**src/inc/fsf_pkg.sv**
```systemverilog
// Constants for the fault status flag bank: register indices, addresses,
// field positions and values after reset.
// Assumes a 32-bit APB slave with one aligned word per register.
`default_nettype none

package fsf_pkg;
  // Bus and register widths, flag and event counts
  localparam int unsigned ADDR_W = 12;
  localparam int unsigned DATA_W = 32;
  localparam int unsigned REG_W = 16;
  localparam int unsigned N_FLAGS = 4;
  localparam int unsigned N_EVENTS = 8;

  // Register indices; the byte address is four times the index
  localparam logic [9:0] IDX_INTEG = 10'h005;
  localparam logic [9:0] IDX_OCC = 10'h006;
  localparam logic [9:0] IDX_IRQ_STAT = 10'h00a;
  localparam logic [9:0] IDX_IRQ_MASK = 10'h00b;
  localparam logic [ADDR_W-1:0] ADDR_INTEG = {IDX_INTEG, 2'b00};
  localparam logic [ADDR_W-1:0] ADDR_OCC = {IDX_OCC, 2'b00};
  localparam logic [ADDR_W-1:0] ADDR_IRQ_STAT = {IDX_IRQ_STAT, 2'b00};
  localparam logic [ADDR_W-1:0] ADDR_IRQ_MASK = {IDX_IRQ_MASK, 2'b00};

  // Integrity check status field positions
  localparam int unsigned SEC1_BIT = 15;
  localparam int unsigned SEC2_BIT = 14;
  localparam int unsigned SEC3_BIT = 13;
  localparam int unsigned MEM_BIT = 11;
  localparam int unsigned BANK_BIT = 10;

  // Overcurrent flag status field positions
  localparam int unsigned A_HIGH_BIT = 3;
  localparam int unsigned A_LOW_BIT = 2;
  localparam int unsigned B_HIGH_BIT = 1;
  localparam int unsigned B_LOW_BIT = 0;

  // Values after reset
  localparam logic [REG_W-1:0] INTEG_RST = 16'hec00;
  localparam logic [REG_W-1:0] OCC_RST = 16'h000f;
  localparam logic [N_FLAGS-1:0] FLAGS_RST = 4'hf;
  localparam logic [N_EVENTS-1:0] IRQ_STAT_RST = 8'h00;
  localparam logic [N_EVENTS-1:0] IRQ_MASK_RST = 8'h00;
endpackage : fsf_pkg

`default_nettype wire

```
**src/logic/fsf_flag_bank.sv**
```systemverilog
// Bank of active-low sticky fault flags, cleared by writing one.
// Assumes detect and clear pulses are synchronous to the clock.
`default_nettype none
`timescale 1ns/10ps

module fsf_flag_bank
  import fsf_pkg::*;
(
  // Clock and reset
  input wire logic clk,
  input wire logic rstn,
  // Events and software clears
  input wire logic [N_FLAGS-1:0] detect_i,
  input wire logic [N_FLAGS-1:0] clear_i,
  // Flags, zero means fault seen
  output logic [N_FLAGS-1:0] flag_r
);

  // One flop per flag; detection beats a clear in the same cycle
  for (genvar i = 0; i < N_FLAGS; i++) begin : g_flag
    always_ff @(posedge clk or negedge rstn) begin
      if (!rstn) begin
        flag_r[i] <= FLAGS_RST[i];
      end else if (detect_i[i]) begin
        flag_r[i] <= 1'b0;
      end else if (clear_i[i]) begin
        flag_r[i] <= 1'b1;
      end
    end
  end
endmodule : fsf_flag_bank

`default_nettype wire

```
**src/logic/fsf_irq_ctrl.sv**
```systemverilog
// Sticky interrupt status with mask and one level interrupt output.
// Assumes the bus side hands in the bits that a status read returned.
`default_nettype none
`timescale 1ns/10ps

module fsf_irq_ctrl
  import fsf_pkg::*;
(
  // Clock and reset
  input wire logic clk,
  input wire logic rstn,
  // Event pulses
  input wire logic [N_EVENTS-1:0] event_i,
  // Software side
  input wire logic mask_wr_i,
  input wire logic [N_EVENTS-1:0] mask_wdata_i,
  input wire logic [N_EVENTS-1:0] rd_clr_i,
  output logic [N_EVENTS-1:0] status_r,
  output logic [N_EVENTS-1:0] mask_r,
  output logic irq
);

  // Only bits that were returned by the read are cleared, so nothing is lost
  always_ff @(posedge clk or negedge rstn) begin
    if (!rstn) begin
      status_r <= IRQ_STAT_RST;
    end else begin
      status_r <= (status_r & ~rd_clr_i) | event_i;
    end
  end

  // Mask register, one enables the bit
  always_ff @(posedge clk or negedge rstn) begin
    if (!rstn) begin
      mask_r <= IRQ_MASK_RST;
    end else if (mask_wr_i) begin
      mask_r <= mask_wdata_i;
    end
  end

  assign irq = |(status_r & mask_r);

endmodule : fsf_irq_ctrl

`default_nettype wire

```
**src/logic/fsf_status_regs.sv**
```systemverilog
// Fault status flag bank: integrity check status and overcurrent flag status
// registers behind an APB slave, plus an interrupt status and mask pair.
// Assumes detection inputs are one-cycle pulses synchronous to pclk and that
// the fuse bank level is stable around the release of reset.
//
// Overview of operation
// Section one check failure (40h to 59h) drives integrity bit 15 low.
// Section two check failure (80h to A3h) drives integrity bit 14 low.
// Section three check failure (C0h to E3h) drives integrity bit 13 low.
// Fault flags are active low: zero is fault seen, one no fault.
// Writing one to a flag bit returns it to one; host acknowledges this way.
// Internal memory map check mismatch drives integrity bit 11 low.
// Host resets the device if the memory flag keeps returning to zero.
// Bit 10 is read-only, shows fuse bank chosen at reset, one is primary.
// Fuse bank indication never feeds the logic fault summary.
// Host resets the device when the backup fuse bank was loaded.
// Integrity register at 05h, resets EC00h; bits 12 and 9..0 read zero.
// Overcurrent register at 06h, resets 000Fh; flags in bits 3..0, rest zero.
// Converter A high trip drives overcurrent bit 3 low.
// Converter A low trip drives overcurrent bit 2 low.
// Converter B high trip drives overcurrent bit 1 low.
// Converter B low trip drives overcurrent bit 0 low.
// A flag stays zero until written with one; writing zero changes nothing.
// A fault present during the clear drives the flag back to zero.
//
// The APB slave port was left to the implementer.
`default_nettype none
`timescale 1ns/10ps

module fsf_status_regs
  import fsf_pkg::*;
(
  // Clock and reset
  input wire logic pclk,
  input wire logic presetn,
  // APB slave
  input wire logic psel,
  input wire logic penable,
  input wire logic pwrite,
  input wire logic [ADDR_W-1:0] paddr,
  input wire logic [DATA_W-1:0] pwdata,
  input wire logic [3:0] pstrb,
  output logic [DATA_W-1:0] prdata,
  output logic pready,
  output logic pslverr,
  // Integrity check failure pulses
  input wire logic sec1_check_fail,
  input wire logic sec2_check_fail,
  input wire logic sec3_check_fail,
  input wire logic mem_check_fail,
  // Fuse bank selection level, one for the primary bank
  input wire logic fuse_bank_primary,
  // Overcurrent comparator trip pulses, debounce already applied
  input wire logic converter_a_high_trip_det,
  input wire logic converter_a_low_trip_det,
  input wire logic converter_b_high_trip_det,
  input wire logic converter_b_low_trip_det,
  // Summary and interrupt
  output logic logic_fault_summary,
  output logic irq
);

  logic [N_FLAGS-1:0] integ_det;
  logic [N_FLAGS-1:0] integ_clr;
  logic [N_FLAGS-1:0] integ_flag;
  logic [N_FLAGS-1:0] occ_det;
  logic [N_FLAGS-1:0] occ_clr;
  logic [N_FLAGS-1:0] occ_flag;
  logic [N_EVENTS-1:0] irq_status;
  logic [N_EVENTS-1:0] irq_mask;
  logic [N_EVENTS-1:0] irq_rd_clr;
  logic [REG_W-1:0] integ_word;
  logic [REG_W-1:0] occ_word;
  logic [DATA_W-1:0] rd_nxt;
  logic [DATA_W-1:0] prdata_r;
  logic bank_r;
  logic captured_r;
  logic setup_ph;
  logic access_ph;
  logic addr_hit;
  logic wr_integ;
  logic wr_occ;
  logic wr_mask;
  logic rd_irq;

  // Bus phases; the slave never inserts wait states
  assign setup_ph = psel & ~penable;
  assign access_ph = psel & penable;
  assign addr_hit = (paddr == ADDR_INTEG) | (paddr == ADDR_OCC) |
                    (paddr == ADDR_IRQ_STAT) | (paddr == ADDR_IRQ_MASK);
  assign pready = access_ph;
  assign pslverr = access_ph & ~addr_hit; // Unmapped addresses answer with an error

  // Write strobes; flags live in the low half-word, so lanes 0 and 1 matter
  assign wr_integ = access_ph & pwrite & (paddr == ADDR_INTEG) & pstrb[1];
  assign wr_occ = access_ph & pwrite & (paddr == ADDR_OCC) & pstrb[0];
  assign wr_mask = access_ph & pwrite & (paddr == ADDR_IRQ_MASK) & pstrb[0];
  assign rd_irq = access_ph & ~pwrite & (paddr == ADDR_IRQ_STAT);

  // Integrity detections, flag index 3 down to 0
  assign integ_det = {sec1_check_fail,
                      sec2_check_fail,
                      sec3_check_fail,
                      mem_check_fail};

  // Overcurrent detections follow the register bit order directly
  assign occ_det[A_HIGH_BIT] = converter_a_high_trip_det;
  assign occ_det[A_LOW_BIT] = converter_a_low_trip_det;
  assign occ_det[B_HIGH_BIT] = converter_b_high_trip_det;
  assign occ_det[B_LOW_BIT] = converter_b_low_trip_det;

  // Write one clears; a zero in the data leaves the flag alone
  assign integ_clr = wr_integ ? {pwdata[SEC1_BIT], pwdata[SEC2_BIT], pwdata[SEC3_BIT], pwdata[MEM_BIT]}
                              : '0;
  assign occ_clr = wr_occ ? pwdata[N_FLAGS-1:0] : '0;

  // Integrity flags
  fsf_flag_bank u_integ_flags (
    .clk(pclk),
    .rstn(presetn),
    .detect_i(integ_det),
    .clear_i(integ_clr),
    .flag_r(integ_flag)
  );

  // Overcurrent flags
  fsf_flag_bank u_occ_flags (
    .clk(pclk),
    .rstn(presetn),
    .detect_i(occ_det),
    .clear_i(occ_clr),
    .flag_r(occ_flag)
  );

  // Fuse bank is caught once, on the first edge after reset release, and then
  // frozen; software has no way to write it
  always_ff @(posedge pclk or negedge presetn) begin
    if (!presetn) begin
      bank_r <= INTEG_RST[BANK_BIT];
      captured_r <= 1'b0;
    end else if (!captured_r) begin
      bank_r <= fuse_bank_primary;
      captured_r <= 1'b1;
    end
  end

  // Register images; reserved bits stay zero
  always_comb begin
    integ_word = '0;
    integ_word[SEC1_BIT] = integ_flag[3];
    integ_word[SEC2_BIT] = integ_flag[2];
    integ_word[SEC3_BIT] = integ_flag[1];
    integ_word[MEM_BIT] = integ_flag[0];
    integ_word[BANK_BIT] = bank_r;
    occ_word = '0;
    occ_word[N_FLAGS-1:0] = occ_flag;
  end

  // Summary is low on any integrity fault; the bank bit is left out on purpose
  // Flags are active low, so the AND of them is high only while all are clean
  assign logic_fault_summary = &integ_flag;

  // Read mux, looked up during the setup phase
  always_comb begin
    rd_nxt = '0;
    if (!pwrite) begin
      unique case (paddr)
        ADDR_INTEG: rd_nxt = {16'h0000, integ_word};
        ADDR_OCC: rd_nxt = {16'h0000, occ_word};
        ADDR_IRQ_STAT: rd_nxt = {24'h000000, irq_status};
        ADDR_IRQ_MASK: rd_nxt = {24'h000000, irq_mask};
        default: rd_nxt = '0;
      endcase
    end
  end

  // Read data registered at setup so it is a flop output during access
  always_ff @(posedge pclk or negedge presetn) begin
    if (!presetn) begin
      prdata_r <= '0;
    end else if (setup_ph) begin
      prdata_r <= rd_nxt;
    end
  end

  assign prdata = prdata_r;

  // Clearing only the bits returned by the read keeps a late event sticky
  assign irq_rd_clr = rd_irq ? prdata_r[N_EVENTS-1:0] : '0;

  // Interrupt status: integrity events low nibble, overcurrent high nibble
  fsf_irq_ctrl u_irq (
    .clk(pclk),
    .rstn(presetn),
    .event_i({occ_det, integ_det}),
    .mask_wr_i(wr_mask),
    .mask_wdata_i(pwdata[N_EVENTS-1:0]),
    .rd_clr_i(irq_rd_clr),
    .status_r(irq_status),
    .mask_r(irq_mask),
    .irq(irq)
  );
endmodule : fsf_status_regs

`default_nettype wire

```
**config.mk**
```make
export PLATFORM = sky130hd
export DESIGN_NAME = fsf_status_regs
export DESIGN_NICKNAME = d
export VERILOG_FILES = /design/src/inc/fsf_pkg.sv /design/src/logic/fsf_flag_bank.sv /design/src/logic/fsf_irq_ctrl.sv /design/src/logic/fsf_status_regs.sv
export SDC_FILE = /design/constraint.sdc
export NUM_CORES = 1
export LEC_CHECK = 0
export BUFFER_PORTS_ARGS = -buffer_cell sky130_fd_sc_hd__clkbuf_2
export CAP_MARGIN = 20
export CORE_MARGIN = 2
export CORE_UTILIZATION = 45
export CTS_CLUSTER_SIZE = 25
export DETAILED_ROUTE_END_ITERATION = 7
export PLACE_DENSITY = 0.89
export SYNTH_ARGS = -nofsm -noshare
export SYNTH_HDL_FRONTEND = slang
export SYNTH_SLANG_ARGS = --single-unit
```
**constraint.sdc**
```tcl
create_clock -name pclk -period 4.8 [get_ports pclk]
set_clock_uncertainty 0.1 [all_clocks]
set_input_delay 1.2 -clock pclk [delete_from_list [all_inputs] [get_ports pclk]]
set_output_delay 1.2 -clock pclk [all_outputs]
set_load 0.01 [all_outputs]
```
==> flow_summary.toml <==
[run_status]
outcome = "completed"

[critical_path]
cp_max_fo = 8
regToRegStartpoint = "u_irq.status_r[1]"
cp.required_ns = 3.50
reg2regPathDepth = 3
worstSetupStartpointType = "input pin"
worstSetupStartpoint = "paddr[7]"
critPathKind = "input pin to output port"
ff2ff_setup_slack_ns = 3.68
worst-endpoint-arrival_ns = 2.62
r2r-end = "prdata[1]"
worst_setup_path_end_kind = "output port"
crit_path_end = "pslverr"

[grt]
grt_overflow = 0
antenna_found_initial = 0
grt_pass1_vias = 1495
grt_pass1_wl_um = 7120
grt_max_degree = 40
grt_usage = 0.183

[route]
vias = 1558
dr.pass1.iters = 4
drc = 0
antenna_left = 0
viasPerCell = 5.37
post_drt_wl_per_cell_um = 15.4
drt-initial-drc-count = 88
drt_wl_total_um = 4480

[sta]
relSlewSlack = 0.378
setup_tns_ns = 0
fin_crit_ns = 3.92
maxSlewViolCount = 0
rsz0062_at_grt = "no"
finalHoldViolCount = 0
setup_violations = 0
tightest_slew_ns = 0.933
max_freq_ghz = 0.255
period_share = 0.817

[finish]
finalNonFillerCells = 290
fin_nets = 299
drive_gt1_frac = 0.357
post-route-util = 0.537
nFillCells = 402
final_common_cell = "clkbuf_2"
final_cell_mix = "clkbuf_2 (56), dfrtp_1 (30), conb_1 (20)"
num_antenna_cells = 0
area_growth_pct = 15.9

[cts]
cts-buffers-inserted = 5
cts-htree-levels = 2
clockRootBuffer = "clkbuf_8"
clk_pin_slew_ns = 0.07
cts_buffer_depth = 2
clk_latency_ns = 0.29
cts_tree = "built"
cts_sinks = 39
cts-resized-gates = 0
post-cts-setup-buffer-count = 0
cts_hold_buf = 0

[synth]
syn-cell-area_um2 = 1990
yosysUniqueCellTypes = 43
synth_edf_count = 0
ys_ff_latch = 39
synth-warning-count = 0
syn_inst = 180
synth_ff_type = "dfrtp_1"
ys_async_sr_fraction = 1.00
ys_seq_area_frac = 0.497
avgSynthCellArea_um2 = 11.0

[min_path]
hold_path.class = "register to register"
holdCritStartpoint = "prdata[3]"

[power]
powerDensity_nw_per_um2 = 259
vdd_drop_max_mv = 0.0949
total_power_mw = 0.598
power_leakage_nw = 1.12

[placed_design]
dp_cells = 282
finalWeightedCongestion = 0.853
io_buffers = 56
dp.final_hpwl_um = 3390

[floorplanning]
pin_count = 98
die_area_um2 = 4970
initial_core_util = 0.463
die_h_um = 70.5
die_w_um = 70.5
placementRows = 24
core_area_um2 = 4290

[job]
drv_cap = 0
## kinds of logic (layout without fill, tap and decap cells)
family / after synthesis / after routing / synth area share
buffers and inverters: 35 / 75 / 0.110
other: 2 / 20 / 0.00378
AO/OA/AOI/OAI: 41 / 41 / 0.151
multiplexers: 15 / 15 / 0.0963
flip-flops: 39 / 39 / 0.497
AND/OR/NAND/NOR: 47 / 47 / 0.138
XOR/XNOR: 1 / 1 / 0.00441
## metrics by stage
step	worst slack, ns	hold WS, ns	instance area, µm²
6_report	0.877	0.386	2300
5_1_grt	0.838	0.409	2300
4_1_cts	0.875	0.390	2300
3_5_place_dp	0.876	0.381	2220
3_3_place_gp	0.887	0.366	2220
2_1_floorplan	1.11	0.378	2060
## flip-flops by register name, summed over array words and instances, names as in the netlist
register,flops
u_irq.mask_r,8
u_irq.status_r,8
prdata,13
u_integ_flags.flag_r,4
captured_r,1
bank_r,1
u_occ_flags.flag_r,4
## Yosys cell counts (6+ instances only)
master | number | area, µm²
a22oi_1 | 6 | 45.0
dfrtp_1 | 30 | 751
a22o_1 | 9 | 78.8
a31oi_1 | 8 | 50.1
nor2_1 | 17 | 63.8
dfstp_2 | 9 | 236
buf_4 | 19 | 143
inv_1 | 11 | 41.3
nand2_1 | 6 | 22.5
mux2_4 | 8 | 120
mux2i_1 | 6 | 60.1
## where the power goes
part | switching, mW | total [mW] | internal (mW)
combinational | 0.0341 | 0.0545 | 0.0204
clock | 0.110 | 0.212 | 0.102
sequential | 0.000578 | 0.331 | 0.331
total | 0.145 | 0.598 | 0.453
## critical path, stage by stage
cell	delay (ns)
clkbuf_2	0.08
or4_4	0.53
or3_1	0.46
o21a_1	0.23
clkbuf_2	0.12
## final cells by class
class	instances	area (µm²)	share of cell area
flip-flops and latches	39	987	0.428
multi-input cells	124	850	0.369
repair buffers	56	280	0.122
clock buffers	7	76.3	0.0331
well taps	52	65.1	0.0282
inverters	11	41.3	0.0179
clock inverters	1	5.00	0.00217
## routing by layer
metal	global-route usage	routed length, µm	vias up
met3	0.0390	320	5
met4	0.0449	42	0
met2	0.286	2170	64
met1	0.259	1950	762
li1	-	-	727
met5	0	0	-
## worst min-delay path by stage
| stage | endpoint | slack (ns) | depth (start not counted) |
|---|---|---|---|
| finish | u_irq.status_r[3] | 0.39 | 1 |
| global placement | u_irq.status_r[4] | 0.37 | 1 |
| detailed placement | u_irq.status_r[3] | 0.38 | 1 |
| global route | u_irq.status_r[0] | 0.41 | 1 |
| floorplan | bank_r | 0.38 | 1 |
| CTS | u_irq.status_r[3] | 0.39 | 1 |
Note: power is estimated with default switching activity, not from simulation.
